### src/inc/fbmac_map.vh
`ifndef FBMAC_MAP_VH
`define FBMAC_MAP_VH
// Slave table size and data widths
`define FBMAC_NSLV        8
`define FBMAC_SIDX_W      3
`define FBMAC_DATA_W      16
`define FBMAC_CFG_W       16
// Request kinds on the link
`define FBMAC_KIND_W      2
`define FBMAC_KIND_PARAM  2'h0
`define FBMAC_KIND_CFG    2'h1
`define FBMAC_KIND_DATA   2'h2
`define FBMAC_KIND_TOKEN  2'h3
// Per-slave phases
`define FBMAC_PH_W        2
`define FBMAC_PH_PARAM    2'h0
`define FBMAC_PH_CFG      2'h1
`define FBMAC_PH_XCHG     2'h2
`define FBMAC_PH_FAIL     2'h3
// Token retention time in us, and cycle count at 50 MHz
`define FBMAC_TRT_US      100
`define FBMAC_CLK_MHZ     50
`define FBMAC_TRT_CYC     (`FBMAC_TRT_US * `FBMAC_CLK_MHZ)
`define FBMAC_TMR_W       16
// Reply wait once a request has left the link, in cycles
`define FBMAC_SLOT_CYC    8'h20
`define FBMAC_SLOT_W      8
`endif

### src/design/fbmac_master.v
// Function
// - Send requests only while holding the token; otherwise stay silent.
// - On retention timeout pass the token to the next master.
// - Poll assigned slaves in fixed order each cycle, skipping failed ones, no software help.
// - Each slave goes parameterization, then configuration, then exchange.
// - Compare expected and actual configuration before admitting exchange.
// - In exchange send fresh outputs; reply carries latest inputs.
// - Resend configuration to a slave on request.
`timescale 1ns/1ps
`include "fbmac_map.vh"
module fbmac_master (
  input  wire                      i_core_clk,
  input  wire                      i_srst,
  input  wire                      i_token_in,
  input  wire [`FBMAC_NSLV-1:0]    i_slv_enable,
  input  wire [`FBMAC_CFG_W-1:0]   i_exp_cfg,
  input  wire [`FBMAC_DATA_W-1:0]  i_out_data,
  input  wire                      i_reconf_req,
  input  wire [`FBMAC_SIDX_W-1:0]  i_reconf_idx,
  input  wire                      i_req_ready,
  input  wire                      i_rsp_valid,
  input  wire [`FBMAC_CFG_W-1:0]   i_rsp_data,
  output reg                       o_req_valid,
  output reg  [`FBMAC_KIND_W-1:0]  o_req_kind,
  output reg  [`FBMAC_SIDX_W-1:0]  o_req_addr,
  output reg  [`FBMAC_DATA_W-1:0]  o_req_data,
  output reg                       o_token_held,
  output reg  [`FBMAC_NSLV-1:0]    o_cyclic_exchange_state,
  output reg  [`FBMAC_NSLV-1:0]    o_cfg_mismatch,
  output reg                       o_in_valid,
  output reg  [`FBMAC_SIDX_W-1:0]  o_in_addr,
  output reg  [`FBMAC_DATA_W-1:0]  o_in_data,
  output reg                       o_reconf_ack
);
  localparam ST_IDLE = 2'h0;
  localparam ST_SEL  = 2'h1;
  localparam ST_SEND = 2'h2;
  localparam ST_WAIT = 2'h3;
  localparam integer TRT_FULL = `FBMAC_TRT_CYC;

  reg [1:0]                st_r;
  reg [`FBMAC_SIDX_W-1:0]  idx_r;
  reg [`FBMAC_TMR_W-1:0]   tmr_r;
  reg [`FBMAC_KIND_W-1:0]  kind_r;
  reg                      reconf_pend_r;
  reg [`FBMAC_SIDX_W-1:0]  reconf_idx_r;
  reg [`FBMAC_PH_W-1:0]    ph_r [0:`FBMAC_NSLV-1];
  reg                      token_pass_r;
  reg  [`FBMAC_SLOT_W-1:0] slot_r;
  wire                     reconf_take;
  wire [`FBMAC_PH_W-1:0]   cur_ph;
  wire                     tmo;
  wire                     b_ready;
  wire                     b_valid;
  wire [`FBMAC_KIND_W+`FBMAC_SIDX_W+`FBMAC_DATA_W-1:0] b_out;
  reg  [`FBMAC_KIND_W+`FBMAC_SIDX_W+`FBMAC_DATA_W-1:0] b_in;
  reg                      b_push;

  assign cur_ph = ph_r[idx_r];
  assign tmo    = (tmr_r == `FBMAC_TMR_W'h0);
  // Pending reconfiguration is taken in one cycle only, so one ack per ask
  assign reconf_take = (st_r == ST_SEL) && !tmo && reconf_pend_r && b_ready;

  // Request path buffered so a stalled link drops nothing
  fbmac_buf2 #(
    .W(`FBMAC_KIND_W+`FBMAC_SIDX_W+`FBMAC_DATA_W)
  ) u_buf (
    .i_core_clk (i_core_clk),
    .i_srst     (i_srst),
    .i_data     (b_in),
    .i_valid    (b_push),
    .o_ready    (b_ready),
    .o_data     (b_out),
    .o_valid    (b_valid),
    .i_ready    (i_req_ready && o_token_held)
  );

  // Register the link outputs; only driven while holding the token
  always @(posedge i_core_clk)
  begin
    if (i_srst)
    begin
      o_req_valid <= 1'b0;
      o_req_kind  <= `FBMAC_KIND_PARAM;
      o_req_addr  <= {`FBMAC_SIDX_W{1'b0}};
      o_req_data  <= {`FBMAC_DATA_W{1'b0}};
    end
    else if (!o_req_valid || i_req_ready)
    begin
      o_req_valid <= b_valid && o_token_held && i_req_ready;
      o_req_kind  <= b_out[`FBMAC_KIND_W+`FBMAC_SIDX_W+`FBMAC_DATA_W-1:
                           `FBMAC_SIDX_W+`FBMAC_DATA_W];
      o_req_addr  <= b_out[`FBMAC_SIDX_W+`FBMAC_DATA_W-1:`FBMAC_DATA_W];
      o_req_data  <= b_out[`FBMAC_DATA_W-1:0];
    end
  end

  // Per-slave phase bits exported from the phase table
  genvar g;
  generate
    for (g = 0; g < `FBMAC_NSLV; g = g + 1)
    begin : g_flag
      always @(posedge i_core_clk)
      begin
        if (i_srst)
        begin
          o_cyclic_exchange_state[g] <= 1'b0;
          o_cfg_mismatch[g]          <= 1'b0;
        end
        else
        begin
          o_cyclic_exchange_state[g] <= (ph_r[g] == `FBMAC_PH_XCHG)
                                        && i_slv_enable[g];
          o_cfg_mismatch[g]          <= (ph_r[g] == `FBMAC_PH_FAIL);
        end
      end
    end
  endgenerate

  // Request pending to reconfigure one slave; set wins over clear
  always @(posedge i_core_clk)
  begin
    if (i_srst)
    begin
      reconf_pend_r <= 1'b0;
      reconf_idx_r  <= {`FBMAC_SIDX_W{1'b0}};
    end
    else if (i_reconf_req)
    begin
      reconf_pend_r <= 1'b1;
      reconf_idx_r  <= i_reconf_idx;
    end
    else if (reconf_take)
      reconf_pend_r <= 1'b0;
  end

  // Main polling sequencer
  integer k;
  always @(posedge i_core_clk)
  begin
    if (i_srst)
    begin
      st_r         <= ST_IDLE;
      idx_r        <= {`FBMAC_SIDX_W{1'b0}};
      tmr_r        <= `FBMAC_TMR_W'h0;
      kind_r       <= `FBMAC_KIND_PARAM;
      o_token_held <= 1'b0;
      token_pass_r <= 1'b0;
      slot_r       <= {`FBMAC_SLOT_W{1'b0}};
      o_in_valid   <= 1'b0;
      o_in_addr    <= {`FBMAC_SIDX_W{1'b0}};
      o_in_data    <= {`FBMAC_DATA_W{1'b0}};
      o_reconf_ack <= 1'b0;
      b_push       <= 1'b0;
      b_in         <= {(`FBMAC_KIND_W+`FBMAC_SIDX_W+`FBMAC_DATA_W){1'b0}};
      for (k = 0; k < `FBMAC_NSLV; k = k + 1)
        ph_r[k] <= `FBMAC_PH_PARAM;
    end
    else
    begin
      o_in_valid   <= 1'b0;
      o_reconf_ack <= 1'b0;
      b_push       <= 1'b0;
      if (tmr_r != `FBMAC_TMR_W'h0)
        tmr_r <= tmr_r - `FBMAC_TMR_W'h1;
      // Excluded slaves drop back to start so re-entry is re-checked
      for (k = 0; k < `FBMAC_NSLV; k = k + 1)
        if (!i_slv_enable[k])
          ph_r[k] <= `FBMAC_PH_PARAM;
      case (st_r)
        ST_IDLE:
        begin
          token_pass_r <= 1'b0;
          if (i_token_in && !token_pass_r)
          begin
            o_token_held <= 1'b1;
            tmr_r        <= TRT_FULL[`FBMAC_TMR_W-1:0];
            st_r         <= ST_SEL;
          end
        end
        ST_SEL:
        begin
          if (tmo && b_ready && !b_valid)
          begin
            // Retention over: send the token frame, then go silent
            b_in         <= {`FBMAC_KIND_TOKEN, {`FBMAC_SIDX_W{1'b0}},
                             {`FBMAC_DATA_W{1'b0}}};
            b_push       <= 1'b1;
            st_r         <= ST_SEND;
            kind_r       <= `FBMAC_KIND_TOKEN;
          end
          else if (reconf_take)
          begin
            idx_r        <= reconf_idx_r;
            ph_r[reconf_idx_r] <= `FBMAC_PH_CFG;
            o_reconf_ack <= 1'b1;
          end
          else if (!tmo && !i_slv_enable[idx_r])
            idx_r <= idx_r + `FBMAC_SIDX_W'h1;
          else if (!tmo && cur_ph == `FBMAC_PH_FAIL)
            idx_r <= idx_r + `FBMAC_SIDX_W'h1;
          else if (!tmo && b_ready)
          begin
            case (cur_ph)
              `FBMAC_PH_PARAM: kind_r <= `FBMAC_KIND_PARAM;
              `FBMAC_PH_CFG:   kind_r <= `FBMAC_KIND_CFG;
              default:         kind_r <= `FBMAC_KIND_DATA;
            endcase
            b_in   <= {(cur_ph == `FBMAC_PH_PARAM) ? `FBMAC_KIND_PARAM :
                       (cur_ph == `FBMAC_PH_CFG) ? `FBMAC_KIND_CFG :
                       `FBMAC_KIND_DATA, idx_r,
                       (cur_ph == `FBMAC_PH_CFG) ? i_exp_cfg :
                       i_out_data};
            b_push <= 1'b1;
            st_r   <= ST_SEND;
          end
        end
        ST_SEND:
        begin
          // Token frame needs no answer; others await the slave reply
          if (kind_r == `FBMAC_KIND_TOKEN)
          begin
            // Push lands one cycle late; wait until the frame has left
            if (!b_push && !b_valid && !o_req_valid)
            begin
              o_token_held <= 1'b0;
              token_pass_r <= 1'b1;
              st_r         <= ST_IDLE;
            end
          end
          else
          begin
            slot_r <= `FBMAC_SLOT_CYC;
            st_r   <= ST_WAIT;
          end
        end
        ST_WAIT:
        begin
          if (i_rsp_valid)
          begin
            case (kind_r)
              `FBMAC_KIND_PARAM: ph_r[idx_r] <= `FBMAC_PH_CFG;
              `FBMAC_KIND_CFG:
                ph_r[idx_r] <= (i_rsp_data == i_exp_cfg) ?
                               `FBMAC_PH_XCHG : `FBMAC_PH_FAIL;
              default:
              begin
                o_in_valid <= 1'b1;
                o_in_addr  <= idx_r;
                o_in_data  <= i_rsp_data;
              end
            endcase
            idx_r <= idx_r + `FBMAC_SIDX_W'h1;
            st_r  <= ST_SEL;
          end
          // A silent slave ends the wait after the slot, never a late reply
          else if (slot_r == `FBMAC_SLOT_W'h0)
            st_r <= ST_SEL;
          else if (!o_req_valid && !b_valid)
            slot_r <= slot_r - `FBMAC_SLOT_W'h1;
        end
        default:
          st_r <= ST_IDLE;
      endcase
    end
  end
endmodule // fbmac_master

### src/design/fbmac_buf2.v
`timescale 1ns/1ps
// Two-entry skid buffer; a stall downstream loses no word
module fbmac_buf2 #(
  parameter W = 16
) (
  input  wire         i_core_clk,
  input  wire         i_srst,
  input  wire [W-1:0] i_data,
  input  wire         i_valid,
  output wire         o_ready,
  output wire [W-1:0] o_data,
  output wire         o_valid,
  input  wire         i_ready
);
  reg [W-1:0] mem_r [0:1];
  reg         wp_r;
  reg         rp_r;
  reg [1:0]   cnt_r;
  wire        push;
  wire        pop;

  assign push    = i_valid && (cnt_r != 2'h2);
  assign pop     = (cnt_r != 2'h0) && i_ready;
  assign o_ready = (cnt_r != 2'h2);
  assign o_valid = (cnt_r != 2'h0);
  assign o_data  = mem_r[rp_r];

  // Pointers and fill count
  always @(posedge i_core_clk)
  begin
    if (i_srst)
    begin
      wp_r  <= 1'b0;
      rp_r  <= 1'b0;
      cnt_r <= 2'h0;
    end
    else
    begin
      if (push)
      begin
        mem_r[wp_r] <= i_data;
        wp_r        <= ~wp_r;
      end
      if (pop)
        rp_r <= ~rp_r;
      if (push && !pop)
        cnt_r <= cnt_r + 2'h1;
      else if (pop && !push)
        cnt_r <= cnt_r - 2'h1;
    end
  end
endmodule // fbmac_buf2

### config.mk
export PLATFORM = sky130hd
export DESIGN_NAME = fbmac_master
export DESIGN_NICKNAME = d
export VERILOG_FILES = /design/src/design/fbmac_master.v /design/src/design/fbmac_buf2.v
export VERILOG_INCLUDE_DIRS = /design/src /design/src/inc
export SDC_FILE = /design/constraint.sdc
export NUM_CORES = 1
export LEC_CHECK = 0
export BUFFER_PORTS_ARGS = -buffer_cell sky130_fd_sc_hd__buf_2
export CAP_MARGIN = 20
export CORE_UTILIZATION = 40
export CTS_BUF_LIST = sky130_fd_sc_hd__clkbuf_8 sky130_fd_sc_hd__clkbuf_16
export CTS_CLUSTER_DIAMETER = 100
export DETAILED_ROUTE_END_ITERATION = 6
export HOLD_SLACK_MARGIN = 0.05
export SKIP_LAST_GASP = 1
export SLEW_MARGIN = 20
export SYNTH_ARGS = -nofsm -noshare
export SYNTH_HDL_FRONTEND = slang
export SYNTH_SLANG_ARGS = --single-unit
### constraint.sdc
create_clock -name i_core_clk -period 8.1 [get_ports i_core_clk]
set_input_delay 0.81 -clock i_core_clk [delete_from_list [all_inputs] [get_ports i_core_clk]]
set_output_delay 0.81 -clock i_core_clk [all_outputs]
set_load 0.02 [all_outputs]
; Word level (Yosys, flattened, before mapping)
; Memory sizes are Yosys's and may differ from the RTL's. A register that Yosys moved wholly into a read port is not among the register bits.
; Index checks and enable logic that the tools add are counted.
[word_totals]
ff_bits = 101
ram_bits = 58
in_bits = 65
out_inout_bits = 60
wordCells = 279
mem_count = 2
[op_classes]
add_sub_neg = 5
order_cmp = 1
n_eq_ne = 44
muxes = 117
bitwise = 15
n_reduce_logical = 60
[mem_list]
columns = name, depth, word_bits, rd, rd_clocked_by_memory_dff, wr, line
row1 = u_buf.mem_r, 2, 21, 1, 1, 1, fbmac_buf2.v:15  ; reg [W-1:0] mem_r [0:1];
row2 = ph_r, 8, 2, 9, 1, 9, fbmac_master.v:47  ; reg [`FBMAC_PH_W-1:0] ph_r [0:`FBMAC_NSLV-1];
[ops]
columns = cell, count
row1 = 21-bit 2-to-1 mux, 5
row2 = 16-bit 2-to-1 mux, 4
row3 = 1-bit 2-to-1 mux, 60
row4 = 2-bit 2-to-1 mux, 29
row5 = "2-bit equality test, second input constant", 20
row6 = 8-bit 2-to-1 mux, 4
row7 = 1-bit logical AND, 27
row8 = 3-bit 2-to-1 mux, 8
row9 = "2-bit inequality test, second input constant", 12
row10 = 16-bit equality test, 1
row11 = 16-bit zero test, 1
row12 = 8-bit one-hot mux with 2 select lines, 1
row13 = 16-bit nonzero test, 1
row14 = "16-bit by 1-bit subtractor with 16-bit output, second input constant", 1
row15 = 2-bit nonzero test, 7
row16 = "3-bit inequality test, second input constant", 4
row17 = 5-bit AND reduction, 2
row18 = 1-bit OR, 9
row19 = 1-bit zero test, 8
row20 = 8-bit zero test, 1
row21 = 2-bit one-hot mux with 4 select lines, 1
row22 = 4-bit AND reduction, 2
row23 = "8-bit by 1-bit subtractor with 8-bit output, second input constant", 1
row24 = 7-bit AND reduction, 1
row25 = other kinds (19), 32

; Depth between registers and ports, before layout
[depth]
depth_word = 11
mapped_depth = 10
depth_no_buf = 8

; Cells and area by module
; From an unflattened synthesis, not the netlist that was laid out.
[unflattened]
cells_unflattened = 734
hier_area_um2 = 7627.3
[modules_own_cells]
columns = mod, n_inst, cells_each, area_per_inst_um2, seq_area_each_um2
row1 = fbmac_master, 1, 642, 5891.9, 2862.7
row2 = fbmac_buf2, 1, 92, 1735.4, 1361.3

; Worst setup path after synthesis
; Ideal clock, no wire load.
[synth_path]
path_kind = input to register
from = in i_srst
to = mem u_buf.mem_r[0][0] (netlist name), enable pin
setup_ps = 425
arrival_time_ps = 2914
slack_ps = 4761
stages = 4
n_path_buf = 3
cell_sequence = clkbuf_1 -> clkbuf_1 -> buf_1 -> nor3_1
[synth_between]
elab_chain_cells = 2
[synth_rtl]
columns = element, line
row1 = "start, declared", fbmac_master.v:13  ; input wire i_srst,
row2 = 1-bit 2-to-1 mux, fbmac_buf2.v:31  ; if (i_srst)
row3 = 1-bit 2-to-1 mux (not written as such), fbmac_buf2.v:41  ; mem_r[wp_r] <= i_data;
row4 = "end, declared", fbmac_buf2.v:15
; Every way passes these cells.

==> metrics.md <==
| Metric | Value |
|---|---|
| Placed Area | `8368 µm²` |
| Hold Fails Final Rpt | `0` |
| DIE WIDTH | `139.5 µm` |
| Post-synth ARST share | `0%` |
| Main synth FF type | `dfxtp_1` |
| Post-CTS Resized | `0` |
| Synthesized area | `7567 µm²` |
| DIE HEIGHT | `139.5 µm` |
| Cells after DPL | `1024` |
| Maximum VDD drop | `0.0001744 V` |
| Core Region | `~18000 µm²` |
| Core Util, Final | `around 49%` |
| Lkg Pwr | `3.488 nW` |
| Via count | `5604` |
| Gate power share | `a little under a quarter` |
| DRT antenna net count | `0` |
| Run status | `complete, no violations` |
| CTS max path bufs | `2` |
| Final Cycle Share | `38.40%` |
| Highest Clock Rate | `321.5 MHz` |
| Final Instance Count excl. Fillers | `1057` |
| CP arrival | `around 3.3 ns` |
| Final Critical Period | `3.110 ns` |
| GRT Overall Usage | `18.47%` |
| Postcts setup bufs | `0` |
| Max-slew violations | `0` |
| CTS tree | `yes` |
| Die area | `19470 µm²` |
| Distinct cells, synth | `48` |
| Final nets | `about 890` |
| Layout cells sized above 1 | `between 20% and 30%` |
| DP Worst Slack | `4.662 ns` |
| Drt drc | `0` |
| H-tree lvl count | `4` |
| Antenna violations before repair | `1` |
| Synth warnings | `0` |
| CP max FO | `64` |
| Sequential Area | `4204 µm²` |
| Final setup fails | `0` |
| Skew-Pair Late Insertion Delay | `0.43 ns` |
| Vias per cell | `about 5.3` |
| Clk pwr share | `31.3%` |
| Worst slew margin | `between 20 and 30%` |
| Hold Crit Class | `reg2reg` |
| Layout area overhead | `18.45%` |
| Power density cells | `approximately 290 nW/µm²` |
| Hold_buf cts | `0` |
| Final instance area | `~9000 µm²` |
| Worst-Margin Slew | `between 1 and 1.5 ns` |
| Port Buf Inserts | `124` |
| Switch share | `33.05%` |
| TNS Setup | `0 ns` |
| Worst setup margin | `between 4 and 5 ns` |
| Initial core utilization | `41.42%` |
| Post-synth EDFFs | `58` |
| Average size of a mapped cell | `roughly 11 µm²` |
| Clock sinks | `181` |
| Ports | `125` |
| Router iterations before antenna repair | `5` |
| WP data required | `between 8 and 9 ns` |
| Internal power | `1.715 mW` |
| NetSw | `between 800 and 900 µW` |
| Avg WL per Cell | `16.54 µm` |
| WL final | `17480 µm` |
| Sequential share of power | `45.3%` |
| DP HPWL | `12640 µm` |
| Final Wtd Congestion | `a little under 0.9` |
| Grt ovf | `0` |
| RSZ-0062 raised after global routing | `no` |
| CTS Buf Count | `17` |
| Mapped Nets | `779` |
| Post-synthesis sequential area ratio | `55.56%` |
| # fillers | `1615` |
| Final Hold Slack | `0.4618 ns` |
| Crit path capture type | `register` |
| First-pass GRT wire length | `28190 µm` |
| Clock transition at path regs | `~0.070 ns` |
| DRT iter0 DRCs | `363` |
| Final total power | `~2.6 mW` |
| Startpoint types | `input port` |
| Synth Register Bits | `181` |
| Row count | `49` |
| Crit path kind | `in2reg` |
| Multi-input gate area | `3143 µm²` |
| Vias in the first global route | `5487` |
| Clk_skew | `between 0.01 and 0.015 ns` |
| MaxCap Viol Count | `0` |
| Cell count after synthesis | `705` |
| Largest net degree at the start of global routing | `between 60 and 70` |
| Clock Tree Root | `clkbuf_16` |
final cells by class:
type	count	area share [%]
antenna	1	0.02792
clock buffer	17	4.746
clock inverter	15	1.857
inverter	18	0.7538
multi-input combinational	466	35.06
sequential	181	46.90
tap	229	3.197
timing repair buffer	130	7.454
synthesized netlist by cell type, drive strengths merged (2+ instances only):
| master | n | area share [%] |
|---|---|---|
| a211o | 4 | 0.46 |
| a211oi | 28 | 2.8 |
| a21o | 2 | 0.20 |
| a21oi | 41 | 2.7 |
| a221oi | 2 | 0.23 |
| a31o | 2 | 0.23 |
| and2 | 3 | 0.25 |
| and3b | 6 | 0.69 |
| buf | 15 | 0.96 |
| clkbuf | 25 | 1.2 |
| dfxtp | 123 | 33 |
| edfxtp | 58 | 23 |
| ha | 9 | 1.5 |
| inv | 18 | 0.89 |
| mux2 | 2 | 0.30 |
| mux2i | 44 | 5.8 |
| mux4 | 6 | 1.8 |
| nand2 | 62 | 3.1 |
| nand2b | 11 | 0.91 |
| nand3 | 10 | 0.66 |
| nand3b | 31 | 3.1 |
| nor2 | 72 | 3.6 |
| nor2b | 4 | 0.33 |
| nor3 | 13 | 1.2 |
| nor3b | 2 | 0.20 |
| nor4 | 7 | 0.58 |
| nor4bb | 8 | 1.1 |
| o211ai | 3 | 0.30 |
| o21a | 2 | 0.20 |
| o21ai | 17 | 1.1 |
| o31ai | 19 | 1.9 |
| or3 | 9 | 0.74 |
| or4 | 4 | 0.50 |
| xnor2 | 12 | 1.4 |
| xor2 | 23 | 2.7 |
worst paths after layout:
kind / cells past startpoint / from / slack [ns] / to
worst max-delay path: 6 / i_srst / 4.99 / ph_r[6][0]
worst min-delay path: 2 / o_in_data[2] / 0.46 / o_in_data[2]
worst max register to register: 5 / register / 5.14 / b_in[0]
worst min register to register: 2 / o_in_data[2] / 0.46 / o_in_data[2]
cell families (layout without fill, tap and decap cells):
logic type                 count (synthesis)  after routing  synth area share (%)
and+or+nand+nor                          246            246                 17.31
DFF                                      181            181                 55.56
AOI/OAI and AO/OA                        124            124                 10.60
buffers and inverters                     58            180                 3.092
muxes                                     52             52                 7.903
xor gates and xnor gates                  35             35                 4.051
adders and majority gates                  9              9                 1.488
other                                      0              1                     0
critical path: stages:
cell     delay [ns]
buf_4          0.27
buf_4          0.41
nor3_2         0.47
nand2_1        0.31
nor3_1         0.81
nor2_1         0.11
sequential cells by signal, summed over array words and instances, names as in the netlist, 8 cells and up, named ones only:
| register | cells |
|---|---|
| u_buf.mem_r | 42 |
| ph_r | 16 |
| o_cfg_mismatch | 8 |
| o_cyclic_exchange_state | 8 |
| tmr_r | 16 |
| o_in_data | 16 |
| slot_r | 8 |
| o_req_data | 16 |
| b_in | 19 |
routing by layer:
| metal | GRT usage (%) | vias to the layer above | share of wire [%] |
|---|---|---|---|
| li1 | - | 2763 | - |
| met1 | 24.50 | 2679 | 47 |
| met2 | 28.96 | 131 | 46 |
| met3 | 4.301 | 31 | 4.1 |
| met4 | 7.808 | 0 | 2.6 |
| met5 | 0 | - | 0 |
power groups by stage:
stage	clock (mW)	sequential (mW)	combinational, mW
floorplan	0	1.15	0.468
global placement	0	1.17	0.572
detailed placement	0	1.18	0.592
CTS	0.820	1.16	0.596
global route	0.866	1.18	0.658
finish	0.802	1.16	0.599
placed cells by master, fill, tap and decap left out, drive strengths merged, types with 2 or more instances in the layout:
cell / instances
a211o: 4
a211oi: 28
a21o: 2
a21oi: 41
a221oi: 2
a31o: 2
and2: 3
and3b: 6
buf: 130
clkbuf: 17
clkinv: 7
dfxtp: 123
edfxtp: 58
ha: 9
inv: 25
mux2: 2
mux2i: 44
mux4: 6
nand2: 62
nand2b: 11
nand3: 10
nand3b: 31
nor2: 72
nor2b: 4
nor3: 13
nor3b: 2
nor4: 7
nor4bb: 8
o211ai: 3
o21a: 2
o21ai: 17
o31ai: 19
or3: 9
or4: 4
xnor2: 12
xor2: 23
Note: power is estimated with default switching activity, not from simulation.
